<file path="config.mk">
export PLATFORM = sky130hd
export DESIGN_NAME = bctl_ctrl
export DESIGN_NICKNAME = d
export VERILOG_FILES = /design/src/pkg/bctl_pkg.sv /design/src/rtl/bctl_ctrl.sv
export SDC_FILE = /design/constraint.sdc
export NUM_CORES = 1
export LEC_CHECK = 0
export BUFFER_PORTS_ARGS = -buffer_cell sky130_fd_sc_hd__buf_2
export CORE_UTILIZATION = 31
export CTS_BUF_LIST = sky130_fd_sc_hd__clkbuf_4
export DETAILED_ROUTE_END_ITERATION = 8
export PLACE_DENSITY_LB_ADDON = 0.05
export REMOVE_ABC_BUFFERS = 1
export SLEW_MARGIN = 25
export SYNTH_ARGS = -nofsm -noshare
export SYNTH_HDL_FRONTEND = slang
export SYNTH_SLANG_ARGS = --single-unit
</file>
<file path="constraint.sdc">
create_clock -name clk -period 1.9 [get_ports clk]
set_clock_uncertainty 0.15 [all_clocks]
set_input_delay 0.095 -clock clk [delete_from_list [all_inputs] [get_ports clk]]
set_output_delay 0.095 -clock clk [all_outputs]
set_load 0.005 [all_outputs]
</file>
<file path="src/pkg/bctl_pkg.sv">
/*
 * bctl_pkg: constants and types for the bus cycle timing controller.
 * Assumes one core clock; shared by the controller and its bench.
 */
`default_nettype none
package bctl_pkg;
   // special function space location and reset image of the control register
   localparam logic [7:0] BUS_TIMING_CONTROL_ADDR  = 8'h9d;
   localparam logic [7:0] BUS_TIMING_CONTROL_RESET = 8'heb;
   // field positions
   localparam int PFQ_EN_BIT   = 7;
   localparam int BC_EN_BIT    = 6;
   localparam int WR_LEN_LSB   = 4;
   localparam int RD_LEN_LSB   = 2;
   localparam int CODE_LEN_LSB = 0;
   // cycle lengths in core clock periods, and the field codes that select 4 and 5
   localparam logic [2:0] LEN_4 = 3'h4;
   localparam logic [2:0] LEN_5 = 3'h5;
   localparam logic [2:0] LEN_6 = 3'h6;
   localparam logic [1:0] LEN_CODE_4 = 2'h0;
   localparam logic [1:0] LEN_CODE_5 = 2'h1;

   typedef enum logic [1:0] {
      BCTL_KIND_FETCH,
      BCTL_KIND_CODE_READ,
      BCTL_KIND_DATA_READ,
      BCTL_KIND_DATA_WRITE
   } bctl_kind_t;

   // one bus request from the core sequencer
   typedef struct packed {
      bctl_kind_t  kind;
      logic [15:0] addr;
      logic [7:0]  wdata;
   } bctl_req_t;

   // special function space access from the core
   typedef struct packed {
      logic [7:0] addr;
      logic       wr;
      logic       rd;
      logic [7:0] wdata;
   } bctl_sfr_t;
endpackage
`default_nettype wire

</file>
<file path="src/rtl/bctl_ctrl.sv">
/*
 * bctl_ctrl: bus control register plus the bus cycle sequencer that
 * drives code, read and write strobes with programmable lengths.
 * Assumes the core and the memory module share clk; read data from
 * the bus is synchronised and must be stable two cycles before the end.
 */
// Function
// - software may reprogram cycle lengths at any time through the control register
// - after reset all cycles last six core clock periods
// - one length per strobe type, regardless of the address accessed
// - code strobe length is independent of read and write lengths
// - prefetch queue and branch cache enables are written independently
// - both enables are on after reset
// - code cycles carry sixteen bits, data reads only eight
// - a code fetch may be cut short when prefetch logic drops it
// - equal code and read lengths give identical cycle timing while no prefetch stall or fetch abort occurs
// - code cycles stretch only while the prefetch queue stalls
// - prefetch stalls never stretch data read cycles
// - register sits at 9Dh and resets to EBh
// - bit 7 enables prefetch queue, bit 6 enables branch cache
// - write length bits 5:4 select 4, 5 or 6 periods
`default_nettype none
module bctl_ctrl (
   input  wire logic                clk,
   input  wire logic                rst_n,
   input  wire bctl_pkg::bctl_sfr_t special_function_space,
   output logic [7:0]               sfr_rdata,
   input  wire logic                req_valid,
   input  wire bctl_pkg::bctl_req_t req,
   input  wire logic                fetch_abort,
   input  wire logic                pfq_stall,
   output logic                     busy,
   output logic                     done,
   output logic [15:0]              rdata,
   output logic                     prefetch_queue_enable,
   output logic                     branch_cache_enable,
   output logic                     code_read_strobe,
   output logic                     data_read_strobe,
   output logic                     data_write_strobe,
   output logic [15:0]              bus_addr,
   output logic [7:0]               ad_o,
   output logic                     ad_oe,
   input  wire logic [15:0]         ad_i
);
   logic [7:0]           ctl_r;
   logic [7:0]           sfr_rdata_r;
   logic                 busy_r;
   logic                 done_r;
   logic [15:0]          rdata_r;
   logic [2:0]           len_r;
   logic [2:0]           cnt_r;
   bctl_pkg::bctl_kind_t kind_r;
   logic                 code_r, rd_r, wr_r;
   logic [15:0]          addr_r;
   logic [7:0]           ad_o_r;
   logic                 ad_oe_r;
   logic [15:0]          din_s1_r, din_s2_r;
   logic                 sfr_hit;
   logic                 start;
   logic                 finish;
   logic                 is_code;
   logic [2:0]           len_nxt;

   // decode a two-bit length field into core clock periods
   function automatic logic [2:0] len_of(input logic [1:0] code);
      if (code == bctl_pkg::LEN_CODE_4) begin
         return bctl_pkg::LEN_4;
      end else if (code == bctl_pkg::LEN_CODE_5) begin
         return bctl_pkg::LEN_5;
      end else begin
         return bctl_pkg::LEN_6;
      end
   endfunction

   assign sfr_hit = special_function_space.addr == bctl_pkg::BUS_TIMING_CONTROL_ADDR;
   assign start   = req_valid && !busy_r;
   assign is_code = kind_r == bctl_pkg::BCTL_KIND_FETCH ||
                    kind_r == bctl_pkg::BCTL_KIND_CODE_READ;
   // end at the programmed count, or early for a dropped fetch
   assign finish  = busy_r && ((cnt_r == len_r && !(is_code && pfq_stall)) ||
                    (kind_r == bctl_pkg::BCTL_KIND_FETCH && fetch_abort));

   // length chosen only by strobe type, never by address
   always_comb begin
      unique case (req.kind)
         bctl_pkg::BCTL_KIND_FETCH,
         bctl_pkg::BCTL_KIND_CODE_READ:
            len_nxt = len_of(ctl_r[bctl_pkg::CODE_LEN_LSB +: 2]);
         bctl_pkg::BCTL_KIND_DATA_READ:
            len_nxt = len_of(ctl_r[bctl_pkg::RD_LEN_LSB +: 2]);
         bctl_pkg::BCTL_KIND_DATA_WRITE:
            len_nxt = len_of(ctl_r[bctl_pkg::WR_LEN_LSB +: 2]);
      endcase
   end

   // control register, writable at any time
   always_ff @(posedge clk or negedge rst_n) begin
      if (!rst_n) begin
         ctl_r <= bctl_pkg::BUS_TIMING_CONTROL_RESET;
      end else if (special_function_space.wr && sfr_hit) begin
         ctl_r <= special_function_space.wdata;
      end
   end

   // register read-back, zero when another address is read
   always_ff @(posedge clk or negedge rst_n) begin
      if (!rst_n) begin
         sfr_rdata_r <= 8'h00;
      end else if (special_function_space.rd && sfr_hit) begin
         sfr_rdata_r <= ctl_r;
      end else begin
         sfr_rdata_r <= 8'h00;
      end
   end

   // two-stage capture of bus data from outside
   always_ff @(posedge clk or negedge rst_n) begin
      if (!rst_n) begin
         din_s1_r <= 16'h0000;
         din_s2_r <= 16'h0000;
      end else begin
         din_s1_r <= ad_i;
         din_s2_r <= din_s1_r;
      end
   end

   // cycle sequencer: count periods, stall holds code cycles only
   always_ff @(posedge clk or negedge rst_n) begin
      if (!rst_n) begin
         busy_r <= 1'b0;
         cnt_r  <= 3'h0;
         len_r  <= bctl_pkg::LEN_6;
         kind_r <= bctl_pkg::BCTL_KIND_FETCH;
         addr_r <= 16'h0000;
      end else if (start) begin
         busy_r <= 1'b1;
         cnt_r  <= 3'h1;
         len_r  <= len_nxt;
         kind_r <= req.kind;
         addr_r <= req.addr;
      end else if (finish) begin
         busy_r <= 1'b0;
         cnt_r  <= 3'h0;
      end else if (busy_r && !(is_code && pfq_stall)) begin
         cnt_r  <= cnt_r + 3'h1;
      end
   end

   // strobes and write data drive
   always_ff @(posedge clk or negedge rst_n) begin
      if (!rst_n) begin
         code_r  <= 1'b0;
         rd_r    <= 1'b0;
         wr_r    <= 1'b0;
         ad_o_r  <= 8'h00;
         ad_oe_r <= 1'b0;
      end else if (start) begin
         code_r  <= req.kind == bctl_pkg::BCTL_KIND_FETCH ||
                    req.kind == bctl_pkg::BCTL_KIND_CODE_READ;
         rd_r    <= req.kind == bctl_pkg::BCTL_KIND_DATA_READ;
         wr_r    <= req.kind == bctl_pkg::BCTL_KIND_DATA_WRITE;
         ad_o_r  <= req.wdata;
         ad_oe_r <= req.kind == bctl_pkg::BCTL_KIND_DATA_WRITE;
      end else if (finish) begin
         code_r  <= 1'b0;
         rd_r    <= 1'b0;
         wr_r    <= 1'b0;
         ad_oe_r <= 1'b0;
      end
   end

   // completion pulse and returned data width
   always_ff @(posedge clk or negedge rst_n) begin
      if (!rst_n) begin
         done_r  <= 1'b0;
         rdata_r <= 16'h0000;
      end else begin
         done_r <= finish;
         if (finish && is_code) begin
            rdata_r <= din_s2_r;
         end else if (finish && kind_r == bctl_pkg::BCTL_KIND_DATA_READ) begin
            rdata_r <= {8'h00, din_s2_r[7:0]};
         end
      end
   end

   assign sfr_rdata             = sfr_rdata_r;
   assign busy                  = busy_r;
   assign done                  = done_r;
   assign rdata                 = rdata_r;
   assign prefetch_queue_enable = ctl_r[bctl_pkg::PFQ_EN_BIT];
   assign branch_cache_enable   = ctl_r[bctl_pkg::BC_EN_BIT];
   assign code_read_strobe      = code_r;
   assign data_read_strobe      = rd_r;
   assign data_write_strobe     = wr_r;
   assign bus_addr              = addr_r;
   assign ad_o                  = ad_o_r;
   assign ad_oe                 = ad_oe_r;

   // helper: consecutive strobe-high cycles
   logic [3:0] hi_cnt_r;
   always_ff @(posedge clk or negedge rst_n) begin
      if (!rst_n) begin
         hi_cnt_r <= 4'h0;
      end else if (code_r || rd_r || wr_r) begin
         hi_cnt_r <= hi_cnt_r + 4'h1;
      end else begin
         hi_cnt_r <= 4'h0;
      end
   end
endmodule
`default_nettype wire

</file>
==> results_dict.tcl <==
set metrics [dict create \
    outcome "finished clean" \
    vias_per_cell 4.28 \
    internal_power_mw 4.22 \
    path_type_of_the_worst_min_delay_path "in -> async" \
    num_io_pins 121 \
    synth_area_per_cell_um2 12.9 \
    cp_max_fo 5 \
    path_class "reg -> reg" \
    drive_gt1_share_pct 40.9 \
    swShare_pct 30.9 \
    setup_total_negative_slack_ns 0 \
    cts.htree.levels 3 \
    synth_area_in_xor_xnor_pct 0.750 \
    finalSetupViolCount 0 \
    tightestPinTransition_ns 0.357 \
    finalMaxSlewViolations 0 \
    synthDominantCellAreaShare_pct 66.4 \
    grt_first_pass_wirelength_mm 12.7 \
    vias_in_the_first_global_route 2547 \
    totalWireLength_mm 7.83 \
    synth-compound-area-share_pct 5.11 \
    drt-wirelength-per-cell_um 12.9 \
    worst_ir_drop_vdd_uv 540 \
    count_of_routing_violations_after_the_opening_detailed_route_iteration 58 \
    use_met2_pct 22.9 \
    power_frac_comb_pct 32.6 \
    drv_cap 0 \
    grt_antenna_before_repair 0 \
    startpoint_type "flop" \
    gpl.final_weighted_congestion 0.730 \
    yosysTopAreaCell "sky130_fd_sc_hd__dfrtp_1" \
    first_pass_iters 4 \
    placed_wire_length_estimate_after_detailed_placement_mm 5.00 \
    reg2regPathDepth 6 \
    synth_area_in_simple_gates_pct 14.2 \
    timing.reg2reg.setup_slack_ns 0.03 \
    ys.warnings.count 0 \
    synth_top_family_by_area "simple AND/OR/NAND/NOR gates" \
    mostFrequentLayoutCell "sky130_fd_sc_hd__buf_2" \
    vias 2595 \
    design_power_total_mw 6.11 \
    worstReg2RegEnd "rdata[7]" \
    initial_core_util_pct 32.0 \
    power_per_cell_area_mw_per_mm2 1180 \
    worst_r2r_startpoint "len_r[1]" \
    seq_area_frac_synth_pct 71.7 \
    synth.area.top_cells "sky130_fd_sc_hd__dfrtp_1, sky130_fd_sc_hd__nand2_1, sky130_fd_sc_hd__dfstp_2, sky130_fd_sc_hd__mux2_2, sky130_fd_sc_hd__a22o_2" \
    end_kind "flop" \
    timing.final.crit_share_pct 98.5 \
    mostFrequentLayoutCells "sky130_fd_sc_hd__buf_2, sky130_fd_sc_hd__dfrtp_1, sky130_fd_sc_hd__nand2_1" \
    setup.worst_path.end "rdata[7]" \
    fin_area_mm2 0.00517 \
    relSlewSlack_pct 76.2 \
    drc 0 \
    switching_power_mw 1.88 \
    worst_setup_hold_path_clk_slew_ns 0.16 \
    synth_adder_area_share_pct 0.357 \
    cts_tree "done" \
    most_utilized_layer_in_the_global_route_result "met2" \
    core_util_final_pct 47.3 \
    port-buffer-count 120 \
    numCtsBuffers 9 \
    launch_point_of_the_worst_path "len_r[1]" \
    die_w_um 108 \
    sink_count 100 \
    synth_cell_types 38 \
    grt_max_degree 44 \
    cp.arrival_ns 2.08 \
    hold_viol 0 \
    dp_cells 530 \
    share_clk_of_total_power_pct 17.8 \
    placementRows 38 \
    finish.cell_count_without_fillers 607 \
    antenna_cells 0 \
    placeableCoreArea_mm2 0.0109 \
    sequentialPowerShare_pct 49.5 \
    design.die.area_mm2 0.0117 \
    grt_use_total_pct 14.4 \
    clock.fmax_mhz 534 \
    postSynthCellCount 272 \
    muxShareOfSynthArea_pct 5.93 \
    ant_nets 0 \
    post_dp_cell_area_mm2 0.00432 \
    root_buffer_cell "sky130_fd_sc_hd__clkbuf_4" \
    dieHeight_um 108 \
    flow.area_growth_from_synthesis_pct 47.6 \
    post_synth_instance_area_mm2 0.00350 \
    globalRouteMet3Util_pct 4.46 \
    finalNetCount 529 \
    insertion_delay_ns 0.45 \
    power.static_leakage_nw 2.66 \
    critPathRequiredTime_ns 2.11 \
    cts_max_path_buffers 2 \
    finalWorstPathRequiredPeriod_ns 1.87 \
    synth.ff_latch_count 100 \
    grt_setup_unrepaired "yes" \
    grt_use_met1_pct 18.6 \
    remaining_global_route_overflow 0 \
]
## through the flow
step,hold slack (ns),setup WS (ns)
floorplan,-0.351,-0.0750
global placement,-0.0931,-0.287
detailed placement,-0.0952,-0.335
CTS,0.00605,0.000601
global route,0.0284,-0.0495
finish,0.0390,0.0287
## critical path: stages (launching register included)
cell and delay (ns):
sky130_fd_sc_hd__dfstp_2 0.59, sky130_fd_sc_hd__xnor2_2 0.12, sky130_fd_sc_hd__nand4_2 0.15, sky130_fd_sc_hd__a21oi_2 0.22, sky130_fd_sc_hd__o21ai_4 0.11, sky130_fd_sc_hd__buf_12 0.16
sky130_fd_sc_hd__mux2_4 0.29
## sequential cells by signal, summed over array words and instances, names as in the netlist
| name | count |
|---|---|
| ctl_r | 8 |
| len_r | 2 |
| rdata | 16 |
| data_read_strobe | 1 |
| din_s1_r | 16 |
| ad_o | 8 |
| din_s2_r | 16 |
| cnt_r | 3 |
| done | 1 |
| code_read_strobe | 1 |
| kind_r | 2 |
| sfr_rdata | 8 |
| busy | 1 |
| ad_oe | 1 |
| bus_addr | 16 |
## per-layer routing
layer,up-vias,wire [µm]
met5,-,0
met4,0,110
met2,72,3810
li1,1274,-
met1,1241,3510
met3,8,406
## layout make-up
cell class	instances	area [µm²]
Fill cell	1031	5760
Sequential cell	100	2510
Timing Repair Buffer	192	1340
Multi-Input combinational cell	158	1000
Tap cell	140	175
Clock buffer	9	67.6
Clock inverter	6	66.3
Inverter	2	7.51
## how the worst min path moves through the flow
stage / startpoint / slack (ns) / end
3_3_place_gp: rst_n / -0.09 / rdata[15]
6_report: rst_n / 0.04 / rdata[13]
3_5_place_dp: rst_n / -0.1 / rdata[15]
2_1_floorplan: rst_n / -0.35 / ad_o[0]
5_1_grt: rst_n / 0.03 / rdata[8]
4_1_cts: rst_n / 0.006 / cnt_r[2]
## kinds of logic after synthesis
family,Yosys count
muxes,18
adders and majority gates,1
AOI/OAI and AO/OA,23
and+or+nand+nor,113
xor gates and xnor gates,3
buffers and inverters,14
DFF,100
## Yosys cell counts
master,n
sky130_fd_sc_hd__nor3_1,1
sky130_fd_sc_hd__a21oi_1,1
sky130_fd_sc_hd__o21ai_2,1
sky130_fd_sc_hd__clkbuf_2,1
sky130_fd_sc_hd__o32ai_1,1
sky130_fd_sc_hd__xnor2_1,2
sky130_fd_sc_hd__and3_1,8
sky130_fd_sc_hd__nand3b_1,1
sky130_fd_sc_hd__nand3_1,1
sky130_fd_sc_hd__a21oi_2,1
sky130_fd_sc_hd__and2_1,1
sky130_fd_sc_hd__nand4_2,1
sky130_fd_sc_hd__dfstp_2,7
sky130_fd_sc_hd__clkbuf_1,8
sky130_fd_sc_hd__dfrtp_1,93
sky130_fd_sc_hd__or2b_2,1
sky130_fd_sc_hd__o21a_1,2
sky130_fd_sc_hd__nand2b_1,2
sky130_fd_sc_hd__nor2_1,4
sky130_fd_sc_hd__nand2_1,87
sky130_fd_sc_hd__o211ai_1,1
sky130_fd_sc_hd__ha_1,1
sky130_fd_sc_hd__xor2_1,1
sky130_fd_sc_hd__mux2_2,14
sky130_fd_sc_hd__nor2b_1,1
sky130_fd_sc_hd__nor3b_1,1
sky130_fd_sc_hd__nand4b_1,1
sky130_fd_sc_hd__a211oi_1,1
sky130_fd_sc_hd__buf_4,2
sky130_fd_sc_hd__o22ai_1,2
sky130_fd_sc_hd__mux2i_1,2
sky130_fd_sc_hd__and2_2,2
sky130_fd_sc_hd__mux2_4,2
sky130_fd_sc_hd__a22o_2,8
sky130_fd_sc_hd__nand4bb_1,1
sky130_fd_sc_hd__inv_1,2
sky130_fd_sc_hd__buf_6,1
sky130_fd_sc_hd__o21ai_0,5
## power groups by stage
stage	clock network [mW]	logic, mW	registers [mW]
after floorplan	0	0.802	3.07
final	1.09	1.99	3.03
after detailed placement	0	1.73	3.04
after CTS	1.16	1.91	3.01
after global routing	1.23	2.25	3.11
after global placement	0	1.70	3.03
## what timing repair did
item / 4_1_cts / 5_1_grt
gates resized for setup: 2 / 11
pin swaps: 3 / 9
endpoints found under the setup margin: 16 / 17
hold buffers: 57 / 0
buffers inserted: 5 / 0
endpoints found under the hold margin: 161 / 0
Note: power is estimated with default switching activity, not from simulation.
